<file path="config.mk">
export PLATFORM = sky130hd
export DESIGN_NAME = trigger_flash_sequencer
export DESIGN_NICKNAME = d
export VERILOG_FILES = /design/src/trig_flash_pkg.sv /design/src/trig_edge_detect.sv /design/src/trigger_flash_sequencer.sv
export VERILOG_INCLUDE_DIRS = /design/src
export SDC_FILE = /design/constraint.sdc
export NUM_CORES = 1
export LEC_CHECK = 0
export ABC_AREA = 1
export BUFFER_PORTS_ARGS = -buffer_cell sky130_fd_sc_hd__buf_4
export CORE_AREA = 2 2 220 222
export CTS_BUF_LIST = sky130_fd_sc_hd__clkbuf_16
export DETAILED_ROUTE_END_ITERATION = 8
export DIE_AREA = 0 0 222 224
export GPL_TIMING_DRIVEN = 0
export PLACE_DENSITY_LB_ADDON = 0.12
export SLEW_MARGIN = 20
export SYNTH_ARGS = -nofsm -noshare
export SYNTH_HDL_FRONTEND = slang
export SYNTH_SLANG_ARGS = --single-unit
</file>
<file path="constraint.sdc">
create_clock -name clk -period 5.8 [get_ports clk]
set_clock_uncertainty 0.15 [all_clocks]
set_input_delay 0.58 -clock clk [delete_from_list [all_inputs] [get_ports clk]]
set_output_delay 0.58 -clock clk [all_outputs]
set_load 0.005 [all_outputs]
</file>
<file path="src/trig_flash_defines.svh">
`ifndef TRIG_FLASH_DEFINES_SVH
`define TRIG_FLASH_DEFINES_SVH

// ----------------------------------------------------------------------
// register offsets (word addresses on the plain register port)
// ----------------------------------------------------------------------
`define REG_CTRL_OFS        4'h0
`define REG_TRIG_DELAY_OFS  4'h1
`define REG_FLASH_DELAY_OFS 4'h2
`define REG_FLASH_DUR_OFS   4'h3
`define REG_EXPOSURE_OFS    4'h4
`define REG_LATENCY_OFS     4'h5
`define REG_READOUT_OFS     4'h6
`define REG_STATUS_OFS      4'h7

// ----------------------------------------------------------------------
// control register fields
// ----------------------------------------------------------------------
`define CTRL_TRIG_MODE_BIT  0
`define CTRL_FALL_EDGE_BIT  1
`define CTRL_FLASH_EN_BIT   2
`define CTRL_FLASH_STAT_BIT 3
`define CTRL_STAT_LEVEL_BIT 4
`define CTRL_RUN_BIT        5
`define CTRL_SW_TRIG_BIT    6
`define CTRL_WIDTH          7

// ----------------------------------------------------------------------
// status register fields
// ----------------------------------------------------------------------
`define STAT_BUSY_BIT       0
`define STAT_FLASH_BIT      1
`define STAT_ISO_IN_BIT     2
`define STAT_PHASE_LSB      3
`define STAT_GPIO_LSB       8

// ----------------------------------------------------------------------
// reset values
// ----------------------------------------------------------------------
`define CTRL_RST            7'h00
`define TIME_RST            32'h0000_0000
`define EXPOSURE_RST        32'h0000_0064
`define LATENCY_RST         32'h0000_0010
`define READOUT_RST         32'h0000_0100

// ----------------------------------------------------------------------
// timing: extra flash time in automatic mode, in ns, and in cycles
// ----------------------------------------------------------------------
`define CLK_PERIOD_NS       10
`define AUTO_TAIL_NS        40
`define AUTO_TAIL_CYC       ((`AUTO_TAIL_NS + `CLK_PERIOD_NS - 1) / `CLK_PERIOD_NS)
`define ROLLING_EXTRA_CYC   8

`endif

</file>
<file path="src/trig_flash_pkg.sv">
package trig_flash_pkg;

  // capture sequence phases
  typedef enum logic [2:0]
  {
    PH_IDLE,
    PH_TRIG_DELAY,
    PH_LATENCY,
    PH_EXPOSE,
    PH_READOUT
  } phase_type;

  // register port request
  typedef struct packed
  {
    logic [3:0]  addr;
    logic [31:0] wdata;
    logic        wr;
    logic        rd;
  } reg_req_type;

  // timing set latched at the start of each capture
  typedef struct packed
  {
    logic [31:0] trig_delay;
    logic [31:0] flash_delay;
    logic [31:0] flash_dur;
    logic [31:0] exposure;
    logic [31:0] latency;
    logic [31:0] readout;
  } timing_type;

endpackage : trig_flash_pkg

</file>
<file path="src/trig_edge_detect.sv">
`timescale 1ns/1ns
// selected-edge detector for the isolated trigger input
module trig_edge_detect
(
  // clock and reset
  input  wire logic clk,
  input  wire logic rst_b,
  input  wire logic ce,
  // control
  input  wire logic fall_sel,
  // pin and result
  input  wire logic pin,
  output logic      edge_pulse
);

  logic prev_ff;

  // ----------------------------------------------------------------------
  // history
  // ----------------------------------------------------------------------
  always_ff @(posedge clk or negedge rst_b)
  begin
    if (!rst_b)
      prev_ff <= 1'b0;
    else if (ce)
      prev_ff <= pin;
  end

  assign edge_pulse = ce & (fall_sel ? (prev_ff & ~pin) : (~prev_ff & pin));

endmodule : trig_edge_detect

</file>
<file path="src/trigger_flash_sequencer.sv">
`timescale 1ns/1ns
`include "trig_flash_defines.svh"

module trigger_flash_sequencer
#(
  parameter int GPIO_W = 4,
  parameter int CNT_W  = 32
)
(
  // clock and reset
  input  wire logic                         clk,
  input  wire logic                         rst_b,
  input  wire logic                         ce,
  // host link state
  input  wire logic                         host_present,
  // register port
  input  wire trig_flash_pkg::reg_req_type  reg_req,
  output logic [31:0]                       rd_data,
  // camera pins
  input  wire logic                         iso_in,
  input  wire logic [GPIO_W-1:0]            gpio_in,
  output logic                              flash_out,
  // sensor side
  input  wire logic                         rolling_shutter,
  output logic                              expose,
  output logic                              frame_done
);

  // ----------------------------------------------------------------------
  // parameter checks
  // ----------------------------------------------------------------------
  if (GPIO_W < 1 || GPIO_W > 24)
  begin : gen_bad_gpio_w
    $error("GPIO_W must be 1..24");
  end
  if (CNT_W != 32)
  begin : gen_bad_cnt_w
    $error("CNT_W must be 32");
  end

  // ----------------------------------------------------------------------
  // declarations
  // ----------------------------------------------------------------------
  logic [`CTRL_WIDTH-1:0]      ctrl_ff;
  logic [31:0]                 trig_delay_ff;
  logic [31:0]                 flash_delay_ff;
  logic [31:0]                 flash_dur_ff;
  logic [31:0]                 exposure_ff;
  logic [31:0]                 latency_ff;
  logic [31:0]                 readout_ff;
  trig_flash_pkg::timing_type  cap_ff;
  trig_flash_pkg::phase_type   phase_ff;
  trig_flash_pkg::phase_type   nxt_phase;
  logic [31:0]                 cnt_ff;
  logic [31:0]                 nxt_cnt;
  logic [31:0]                 fl_cnt_ff;
  logic                        fl_armed_ff;
  logic [7:0]                  tail_ff;
  logic                        flash_ff;
  logic                        nxt_flash;
  logic [31:0]                 rd_data_ff;
  logic [31:0]                 nxt_rd;
  logic                        trig_edge;
  logic                        start;
  logic                        auto_mode;
  logic                        link_lost;
  logic                        wr_en;

  assign link_lost = ~host_present;
  assign wr_en     = ce & reg_req.wr & host_present;

  // does a phase end this cycle (count reached)
  function automatic logic done_at(input logic [31:0] cnt, input logic [31:0] lim);
    done_at = (cnt + 32'h0000_0001 >= lim);
  endfunction : done_at

  // ----------------------------------------------------------------------
  // edge detection
  // ----------------------------------------------------------------------
  trig_edge_detect i_trig_edge_detect
  (
    .clk        (clk),
    .rst_b      (rst_b),
    .ce         (ce),
    .fall_sel   (ctrl_ff[`CTRL_FALL_EDGE_BIT]),
    .pin        (iso_in),
    .edge_pulse (trig_edge)
  );

  // input is a trigger only in trigger mode
  // gpio never reaches the start logic
  assign start = (phase_ff == trig_flash_pkg::PH_IDLE) & ctrl_ff[`CTRL_RUN_BIT] &
                 (ctrl_ff[`CTRL_TRIG_MODE_BIT]
                  ? (trig_edge | ctrl_ff[`CTRL_SW_TRIG_BIT])
                  : 1'b1);

  assign auto_mode = (cap_ff.flash_delay == 32'h0000_0000) &&
                     (cap_ff.flash_dur == 32'h0000_0000);

  // ----------------------------------------------------------------------
  // control register
  // ----------------------------------------------------------------------
  // host loss clears the output setup
  always_ff @(posedge clk or negedge rst_b)
  begin
    if (!rst_b)
      ctrl_ff <= `CTRL_RST;
    else if (ce)
    begin
      if (link_lost)
        ctrl_ff <= `CTRL_RST;
      else if (wr_en && reg_req.addr == `REG_CTRL_OFS)
        ctrl_ff <= reg_req.wdata[`CTRL_WIDTH-1:0];
      else
        ctrl_ff[`CTRL_SW_TRIG_BIT] <= 1'b0;   // software trigger self clears
    end
  end

  // ----------------------------------------------------------------------
  // timing registers
  // ----------------------------------------------------------------------
  // independent programmable times
  always_ff @(posedge clk or negedge rst_b)
  begin
    if (!rst_b)
    begin
      trig_delay_ff  <= `TIME_RST;
      flash_delay_ff <= `TIME_RST;
      flash_dur_ff   <= `TIME_RST;
    end
    else if (ce)
    begin
      if (link_lost)
      begin
        trig_delay_ff  <= `TIME_RST;
        flash_delay_ff <= `TIME_RST;
        flash_dur_ff   <= `TIME_RST;
      end
      else if (wr_en)
      begin
        if (reg_req.addr == `REG_TRIG_DELAY_OFS)
          trig_delay_ff <= reg_req.wdata;
        if (reg_req.addr == `REG_FLASH_DELAY_OFS)
          flash_delay_ff <= reg_req.wdata;
        if (reg_req.addr == `REG_FLASH_DUR_OFS)
          flash_dur_ff <= reg_req.wdata;
      end
    end
  end

  // sensor settings: exposure, latency and readout length
  always_ff @(posedge clk or negedge rst_b)
  begin
    if (!rst_b)
    begin
      exposure_ff <= `EXPOSURE_RST;
      latency_ff  <= `LATENCY_RST;
      readout_ff  <= `READOUT_RST;
    end
    else if (wr_en)
    begin
      if (reg_req.addr == `REG_EXPOSURE_OFS)
        exposure_ff <= reg_req.wdata;
      if (reg_req.addr == `REG_LATENCY_OFS)
        latency_ff <= reg_req.wdata;
      if (reg_req.addr == `REG_READOUT_OFS)
        readout_ff <= reg_req.wdata;
    end
  end

  // ----------------------------------------------------------------------
  // capture snapshot
  // ----------------------------------------------------------------------
  // values written while idle take effect at the next start
  always_ff @(posedge clk or negedge rst_b)
  begin
    if (!rst_b)
      cap_ff <= '0;
    else if (ce && start)
    begin
      cap_ff.trig_delay  <= ctrl_ff[`CTRL_TRIG_MODE_BIT] ? trig_delay_ff : 32'h0000_0000;
      cap_ff.flash_delay <= flash_delay_ff;
      cap_ff.flash_dur   <= flash_dur_ff;
      cap_ff.exposure    <= exposure_ff;
      cap_ff.latency     <= latency_ff;
      cap_ff.readout     <= readout_ff;
    end
  end

  // ----------------------------------------------------------------------
  // sequence next state
  // ----------------------------------------------------------------------
  // delay, latency, exposure, readout
  // latency is a fixed count from the snapshot
  always_comb
  begin
    nxt_phase = phase_ff;
    nxt_cnt   = cnt_ff + 32'h0000_0001;
    case (phase_ff)
      trig_flash_pkg::PH_IDLE:
      begin
        nxt_cnt = 32'h0000_0000;
        if (start)
          nxt_phase = trig_flash_pkg::PH_TRIG_DELAY;
      end
      trig_flash_pkg::PH_TRIG_DELAY:
        if (cnt_ff >= cap_ff.trig_delay)
        begin
          nxt_phase = trig_flash_pkg::PH_LATENCY;
          nxt_cnt   = 32'h0000_0000;
        end
      trig_flash_pkg::PH_LATENCY:
        if (cnt_ff >= cap_ff.latency)
        begin
          nxt_phase = trig_flash_pkg::PH_EXPOSE;
          nxt_cnt   = 32'h0000_0000;
        end
      trig_flash_pkg::PH_EXPOSE:
        if (done_at(cnt_ff, cap_ff.exposure))
        begin
          nxt_phase = trig_flash_pkg::PH_READOUT;
          nxt_cnt   = 32'h0000_0000;
        end
      trig_flash_pkg::PH_READOUT:
        if (done_at(cnt_ff, cap_ff.readout))
        begin
          nxt_phase = trig_flash_pkg::PH_IDLE;
          nxt_cnt   = 32'h0000_0000;
        end
      default:
      begin
        nxt_phase = trig_flash_pkg::PH_IDLE;
        nxt_cnt   = 32'h0000_0000;
      end
    endcase
  end

  // sequence registers; host loss aborts any capture in flight
  always_ff @(posedge clk or negedge rst_b)
  begin
    if (!rst_b)
    begin
      phase_ff <= trig_flash_pkg::PH_IDLE;
      cnt_ff   <= 32'h0000_0000;
    end
    else if (ce)
    begin
      if (link_lost)
      begin
        phase_ff <= trig_flash_pkg::PH_IDLE;
        cnt_ff   <= 32'h0000_0000;
      end
      else
      begin
        phase_ff <= nxt_phase;
        cnt_ff   <= nxt_cnt;
      end
    end
  end

  // ----------------------------------------------------------------------
  // flash timing
  // ----------------------------------------------------------------------
  // manual flash counter runs from exposure start
  always_ff @(posedge clk or negedge rst_b)
  begin
    if (!rst_b)
    begin
      fl_cnt_ff   <= 32'h0000_0000;
      fl_armed_ff <= 1'b0;
    end
    else if (ce)
    begin
      if (start || link_lost)
      begin
        fl_cnt_ff   <= 32'h0000_0000;
        fl_armed_ff <= 1'b0;
      end
      else if (phase_ff == trig_flash_pkg::PH_LATENCY && nxt_phase == trig_flash_pkg::PH_EXPOSE)
      begin
        fl_cnt_ff   <= 32'h0000_0000;
        fl_armed_ff <= 1'b1;
      end
      else if (fl_armed_ff)
        fl_cnt_ff <= fl_cnt_ff + 32'h0000_0001;
    end
  end

  // auto flash tail after exposure, longer for rolling shutter
  always_ff @(posedge clk or negedge rst_b)
  begin
    if (!rst_b)
      tail_ff <= 8'h00;
    else if (ce)
    begin
      if (start || link_lost)
        tail_ff <= 8'h00;
      else if (phase_ff == trig_flash_pkg::PH_EXPOSE && nxt_phase == trig_flash_pkg::PH_READOUT)
        tail_ff <= rolling_shutter ? 8'(`AUTO_TAIL_CYC + `ROLLING_EXTRA_CYC)
                                   : 8'(`AUTO_TAIL_CYC);
      else if (tail_ff != 8'h00)
        tail_ff <= tail_ff - 8'h01;
    end
  end

  // flash level choice
  always_comb
  begin
    nxt_flash = 1'b0;
    if (!ctrl_ff[`CTRL_FLASH_EN_BIT])
      nxt_flash = 1'b0;
    else if (ctrl_ff[`CTRL_FLASH_STAT_BIT])
      nxt_flash = ctrl_ff[`CTRL_STAT_LEVEL_BIT];
    else if (start)
      nxt_flash = 1'b0;
    // same in free run, so on for each exposure and its tail
    else if (auto_mode)
      nxt_flash = (nxt_phase == trig_flash_pkg::PH_EXPOSE) || (tail_ff > 8'h01) ||
                  (phase_ff == trig_flash_pkg::PH_EXPOSE && nxt_phase != trig_flash_pkg::PH_EXPOSE);
    // manual window of delay then duration
    else if (fl_armed_ff || nxt_phase == trig_flash_pkg::PH_EXPOSE)
      nxt_flash = (fl_armed_ff ? fl_cnt_ff + 32'h0000_0001 : 32'h0000_0000) >= cap_ff.flash_delay &&
                  (fl_armed_ff ? fl_cnt_ff + 32'h0000_0001 : 32'h0000_0000) <
                  cap_ff.flash_delay + cap_ff.flash_dur;
  end

  always_ff @(posedge clk or negedge rst_b)
  begin
    if (!rst_b)
      flash_ff <= 1'b0;
    else if (ce)
      flash_ff <= link_lost ? 1'b0 : nxt_flash;
  end

  assign flash_out  = flash_ff;
  assign expose     = (phase_ff == trig_flash_pkg::PH_EXPOSE);
  assign frame_done = ce & (phase_ff == trig_flash_pkg::PH_READOUT) &
                      (nxt_phase == trig_flash_pkg::PH_IDLE) & ~link_lost;

  // ----------------------------------------------------------------------
  // register read
  // ----------------------------------------------------------------------
  // isolated input level readable; gpio readable
  always_comb
  begin
    nxt_rd = 32'h0000_0000;
    case (reg_req.addr)
      `REG_CTRL_OFS:        nxt_rd = {{(32-`CTRL_WIDTH){1'b0}}, ctrl_ff};
      `REG_TRIG_DELAY_OFS:  nxt_rd = trig_delay_ff;
      `REG_FLASH_DELAY_OFS: nxt_rd = flash_delay_ff;
      `REG_FLASH_DUR_OFS:   nxt_rd = flash_dur_ff;
      `REG_EXPOSURE_OFS:    nxt_rd = exposure_ff;
      `REG_LATENCY_OFS:     nxt_rd = latency_ff;
      `REG_READOUT_OFS:     nxt_rd = readout_ff;
      `REG_STATUS_OFS:
      begin
        nxt_rd[`STAT_BUSY_BIT]                   = (phase_ff != trig_flash_pkg::PH_IDLE);
        nxt_rd[`STAT_FLASH_BIT]                  = flash_ff;
        nxt_rd[`STAT_ISO_IN_BIT]                 = iso_in;
        nxt_rd[`STAT_PHASE_LSB +: 3]             = phase_ff;
        nxt_rd[`STAT_GPIO_LSB +: GPIO_W]         = gpio_in;
      end
      default:              nxt_rd = 32'h0000_0000;  // unmapped reads zero
    endcase
  end

  // read data stands only in the cycle after the strobe
  always_ff @(posedge clk or negedge rst_b)
  begin
    if (!rst_b)
      rd_data_ff <= 32'h0000_0000;
    else if (ce)
      rd_data_ff <= reg_req.rd ? nxt_rd : 32'h0000_0000;
  end

  assign rd_data = rd_data_ff;

endmodule : trigger_flash_sequencer

</file>
-- Word level (Yosys, flattened, before mapping)
Cells that the tools add are included.
- register bits after elaboration: 501
- input port bits: 48
- output and inout bits: 35
- add/sub/neg operators: 4
- $lt $le $gt $ge: 7
- eq/ne operators: 19
- multiplexer cells: 49
- bitwise logic cells: 14
- reductions and logical operators: 31
- operator list (operator ; count):
    2-to-1 mux 32 bit ; 20
    >= comparator 32 bit ; 5
    case mux 32 bit (4 select lines) ; 1
    case mux 20 bit (6 select lines) ; 1
    adder 32 x 1 -> 32 bit, second input constant ; 2
    logical NOT 32 bit ; 2
    case mux 6 bit (8 select lines) ; 1
    adder 32 bit ; 1
    < comparator 32 bit ; 1
    case mux 4 bit (7 select lines) ; 1
    2-to-1 mux 8 bit ; 3
    2-to-1 mux 3 bit ; 6
    equality test 4 x 3 -> 1 bit, second input constant ; 4
    case mux 3 bit (5 select lines) ; 1
    case mux 2 bit (7 select lines) ; 1
    AND reduction 2 bit ; 7
    2-to-1 mux 1 bit ; 11
    bitwise AND 1 bit ; 10
    inequality test 2 x 1 -> 1 bit, second input constant ; 5
    equality test 3 x 2 -> 1 bit, second input constant ; 3
    AND reduction 3 bit ; 3
    nonzero test 3 bit ; 3
    equality test 4 x 2 -> 1 bit, second input constant ; 2
    greater-than comparator 8 x 1 -> 1 bit, second input constant ; 1
    other kinds (16) ; 29

-- Longest topological paths before layout
- depth after elaboration: 17
- mapped depth: 27

-- Modules after synthesis
From an unflattened synthesis, not the netlist that was laid out.
- cells, all modules: 3429
- area total of the unflattened synthesis: 27996.9 um2
- by module, submodules not included (module ; instances ; cells each ; area an instance (um2) ; sequential area each (um2)):
    trigger_flash_sequencer ; 1 ; 3418 ; 27933.0 ; 12518.3
    trig_edge_detect ; 1 ; 11 ; 63.8 ; 25.0

-- Worst setup path after synthesis
OpenSTA, ideal clock, no wires.
- path kind: register to output
- start point: register cnt_ff[0]
- end point: output frame_done
- data arrival time: 3010 ps
- path slack: 2060 ps
- cell stages (with the launch flop): 24
- buffers on the path: 0
- path through: dfrtp_1 ha_1 nand2_2 nor2_4 nand3_4 nor2_4 nand3_4 nor2_4 nand4_4 nor3_4 nand3_1 nand2_1 inv_1 ha_1 nand2_1 nor2_1 nand2_1 nor4_1 nand4_1 nand3_1 nor2_1 a21oi_1 nand3_1 inv_1
- word-level cells in the longest chain between the ends: 7
- RTL lines (what ; line ; text):
    start: declaration ; trigger_flash_sequencer.sv:54 ; logic [31:0] cnt_ff;
    start signal: assignment ; trigger_flash_sequencer.sv:256 ; cnt_ff <= nxt_cnt;
    adder 32 x 1 -> 32 bit ; trigger_flash_sequencer.sv:74 ; done_at = (cnt + 32'h0000_0001 >= lim);
    >= comparator 32 bit ; trigger_flash_sequencer.sv:74 ;
    2-to-1 mux 3 bit (on tied branches) ; trigger_flash_sequencer.sv:225, trigger_flash_sequencer.sv:219 ;
    case mux 3 bit (5 select lines) (*) ; trigger_flash_sequencer.sv:199 ; case (phase_ff)
    logical NOT 3 bit (*) ; trigger_flash_sequencer.sv:338 ; (nxt_phase == trig_flash_pkg::PH_IDLE) & ~link_lost;
    bitwise AND 1 bit (*) ; trigger_flash_sequencer.sv:337 ; assign frame_done = ce & (phase_ff == trig_flash_pkg::PH_READOUT) &
    bitwise AND 1 bit (*) ; trigger_flash_sequencer.sv:338 ;
    end: declaration ; trigger_flash_sequencer.sv:26 ; output logic frame_done
Every way passes the cells marked *; elsewhere a longest branch is shown, timed or not.

-- Worst setup path after layout
- start point: register cnt_ff[22]
- end point: output frame_done
The elaborated chain is that of the path after synthesis.

==> impl_summary.md <==
Layout
After the last flow step, the layout net total stands at 3832. The fill cell total of the finished layout is 3956. In the final layout, the share of cells above drive strength 1 is 7.45%.

The layout-stage area growth over the synthesis result is 11.9%. The footprint of the flip-flops and latches is 12500 µm². The area used by multi-input combinational logic is 13500 µm². Once layout is done, the placed cells without fillers occupy 31400 µm².

Logic synthesis
A synthesized cell averages 8.22 µm². The gate count after technology mapping is 3413. Counting every net in the synthesized netlist gives 3688. The post-synthesis sequential area ratio is 44.7%. The distinct cell type count of the synthesized netlist is 51.

The number of synthesized register bits is 501. During synthesis, Yosys emitted a total of 0 warnings. The synthesized cell area is 28100 µm².

Power
The relative contribution of sequential cells to total power is 39.5%. Across the VDD grid, the largest voltage drop is 262 µV. The design internal power is 7.39 mW.

The analysis attributes to net switching a power of 4.25 mW. The clock share of power is 30.1%. Combinational logic is responsible for 30.5% of the overall power. Power spread over the standard cell area amounts to 371 nW/µm². Net switching is 36.5% of the power. The static leakage is 15.4 nW.

Worst setup path
For this design, the slowest cell found on the critical path is sky130_fd_sc_hd__dfrtp_1. The data required time of the critical path is 5.07 ns. The worst setup path is of the flop to output port kind. The startpoint of the lowest-slack register-to-register path is cnt_ff[22]$_DFFE_PN0P_. The cell occurring most often along the worst timing path is sky130_fd_sc_hd__nand2_1. The worst register-to-register path has a depth of 20. In this run the worst setup path terminates at frame_done. The count of buffering cells on the critical path with inverters included is 5. Along the worst path, the maximum fanout reaches 6. The startpoint class of the critical path is a flop.

In this run the worst setup path begins at cnt_ff[22]$_DFFE_PN0P_. The data arrival time of the critical path is 4.90 ns. The worst stage delay on the critical path is 0.48 ns.

The critical path runs through a total of 20 cells. The setup check on the worst reg-to-reg path leaves a slack of 0.84 ns. STA classifies the critical path endpoint as an output port. The cell family with the largest share of critical-path delay is simple AND/OR/NAND/NOR gates. Walking the worst path, the cells encountered are nand2_1, inv_1, nand2_1, nor4_1, nand4_1, xor2_1, inv_1, ha_1, a21oi_1, o21ai_0, nand2_1, nand2_1, nor2_2, nand3_1, nand2_4, inv_2, a21oi_1, nand3_1, inv_1, buf_4. The endpoint of the most critical register-to-register path is cnt_ff[6]$_DFFE_PN0P_.

Clock network
The setup fix buffers added after clock tree synthesis is 0. The master cell of the clock root buffer is sky130_fd_sc_hd__clkbuf_16. In this run, CTS created clock tree buffers numbering 54.

Clock tree synthesis found a total of 501 sinks. TritonCTS built the clock tree. The deepest clock path buffer count is 3. The insertion delay of the later-clocked pin in the worst-skew pair is 0.61 ns. After clock tree synthesis, the clock-pin slew on the worst setup and hold paths is 0.06 ns. The H-tree depth is 2.

Floorplan
The initial utilization of the core area, before any placement, comes to 59.3%. The floorplan die height is 224 µm. For this design the top-level I/O count stands at 83.

In this run the standard cell core region covers 47300 µm². From left edge to right edge, the die measures 222 µm. In this run the core area contains 80 standard-cell rows.

The die area is 49700 µm².

Flow run
Across the run, the number of max-cap violations was 0.

Outcome
The flow ran to the end, and the final reports show no timing, DRC or antenna violations.

Timing
The total count of max-transition violations in the final report was 0. Static timing analysis puts the maximum clock frequency at 178 MHz. Setup violations remaining at the end of the flow were counted as 0. The summed negative setup slack over all endpoints is 0 ns. On the final layout, the worst hold slack is 0.0503 ns. In the finished design, the share of the clock period the worst path needs comes to 97.1%. The headroom to the max-slew limit is 28.9%. The final critical-path required period is 5.63 ns. The worst-margin pin slew is 1.06 ns.

The number of hold-slack violations in the final timing report was 0.

Placement
The instance area after placement is 29600 µm². The routability congestion estimate from global placement is 0.969. The count of buffers from port buffering is 81. Detailed placement finished with a half-perimeter wire length of 76100 µm.

Global route
The total routing usage reported by global routing is 38.9%. Entering global routing, the biggest net connects 94 pins. The global-route wire length before repair is 146000 µm. The number of antenna violations at the first check in global routing is 1. The via count of the first global-routing pass was 24800. The total overflow left after global routing is 0.

Route
The routed via count divided by cell count is 6.10. The first-pass detailed-route iteration total is 6. The routed wirelength normalized by instance count is 22.8 µm.

The number of vias in the routed layout is 25700. The antenna violation net count after detailed routing is 0. The number of design-rule violations left by the first detailed-router iteration is 3230. For this block, the routed nets add up to 96100 µm of wire. In the routed design, unresolved DRC markers number 0.

Worst hold path
The worst hold path begins at iso_in. The tightest min-delay check is of the primary input to flop type.
## cell type report
class | count | share of cell area [%]
multi-input combinational | 2386 | 43.1
sequential | 501 | 40.0
inverter | 398 | 4.76
clock buffer | 55 | 4.39
timing repair buffer | 88 | 2.46
tap | 615 | 2.45
buffer | 128 | 1.69
clock inverter | 41 | 1.16
antenna | 1 | 0.00797
## timing repair
item,4_1_cts,5_1_grt
hold buffers,1,0
setup endpoints to repair,1,1
resized for setup,1,10
hold endpoints to repair,74,0
## logic make-up after synthesis
group / synth area share (%)
and+or+nand+nor: 19.1
AOI/OAI and AO/OA: 15.1
buffers and inverters: 7.22
DFF: 44.7
adders and majority gates: 10.1
xor gates and xnor gates: 2.47
muxes: 1.32
## Yosys cell counts, drive strengths merged
library cell  count  area [µm²]
o21a             10        75.1
nor4             19         119
a221oi           30         263
mux2             33         372
dfrtp           496       12400
o211ai            7        52.6
nand3            88         470
a211o             7        61.3
or2               4        25.0
nor3b             2        15.0
nand4            61         397
ha              226        2830
xnor2            20         175
o22ai            29         181
o21ai           486        2430
buf              33         175
inv             398        1490
dfstp             5         131
clkbuf           95         357
and3              2        12.5
a21o              6        45.0
nor2            207         815
a31oi             2        12.5
a32o              2        20.0
nor3             37         234
xor2             59         517
a211oi            4        30.0
a21boi            1        7.51
o21bai            6        48.8
o31ai             1        7.51
nand2           859        3240
nand3b            4        30.0
a21oi           142         714
fa                1        20.0
a22o             31         272
## cells in the final DEF (no fill, tap or decap), drive strengths merged, types with 61 or more instances in the layout
cell type  Yosys  final
nand2        859    859
dfrtp        496    496
o21ai        486    486
inv          398    416
ha           226    226
nor2         207    207
clkbuf        95    150
a21oi        142    142
buf           33    120
nand3         88     88
nand4         61     61
## stage by stage
stage	util [%]	std cells	power [mW]	setup WS, ns
floorplan	-	3413	6.91	2.06
global placement	62.2	4109	7.90	-1.21
detailed placement	62.5	4115	8.06	0.653
CTS	66.2	4212	11.6	0.0490
global route	66.3	4212	12.3	-0.0455
finish	66.3	4213	11.6	0.168
## registers in the layout (all words and copies together) (netlist names)
name                        flops
cap_ff                        192
cnt_ff                         32
ctrl_ff                         7
exposure_ff                    32
fl_armed_ff                     1
fl_cnt_ff                      32
flash_delay_ff                 32
flash_dur_ff                   32
flash_out                       1
i_trig_edge_detect.prev_ff      1
latency_ff                     32
phase_ff                        3
rd_data                        32
readout_ff                     32
tail_ff                         8
trig_delay_ff                  32
## worst min path at each step
stage	end	slack, ns	depth (start not counted)
3_3_place_gp	rd_data[2]$_DFFE_PN0P_	0.32	2
2_1_floorplan	cap_ff[0]$_DFFE_PN0P_	0.13	0
6_report	i_trig_edge_detect.prev_ff$_DFFE_PN0P_	0.05	3
4_1_cts	i_trig_edge_detect.prev_ff$_DFFE_PN0P_	0.03	3
5_1_grt	i_trig_edge_detect.prev_ff$_DFFE_PN0P_	0.07	3
3_5_place_dp	rd_data[6]$_DFFE_PN0P_	0.32	2
## power by group through the flow
stage / Combinational, mW / Sequential, mW / Clock [mW]
6_report: 3.55 / 4.59 / 3.50
4_1_cts: 3.47 / 4.58 / 3.52
3_3_place_gp: 3.28 / 4.62 / 0
3_5_place_dp: 3.43 / 4.63 / 0
2_1_floorplan: 2.43 / 4.47 / 0
5_1_grt: 3.97 / 4.65 / 3.65
## routing by layer
layer | GRT usage, % | share of wire, %
met5 | 0 | 0
met4 | 17.8 | 5.4
met3 | 8.70 | 10
met2 | 58.0 | 43
met1 | 54.3 | 42
## worst min-delay path, delay by kind of cell
family / cells / cell delay, ns
buffers and inverters: 1 / 0.09
AO/OA/AOI/OAI: 1 / 0.06
AND/OR/NAND/NOR: 1 / 0.04
Note: power is estimated with default switching activity, not from simulation.
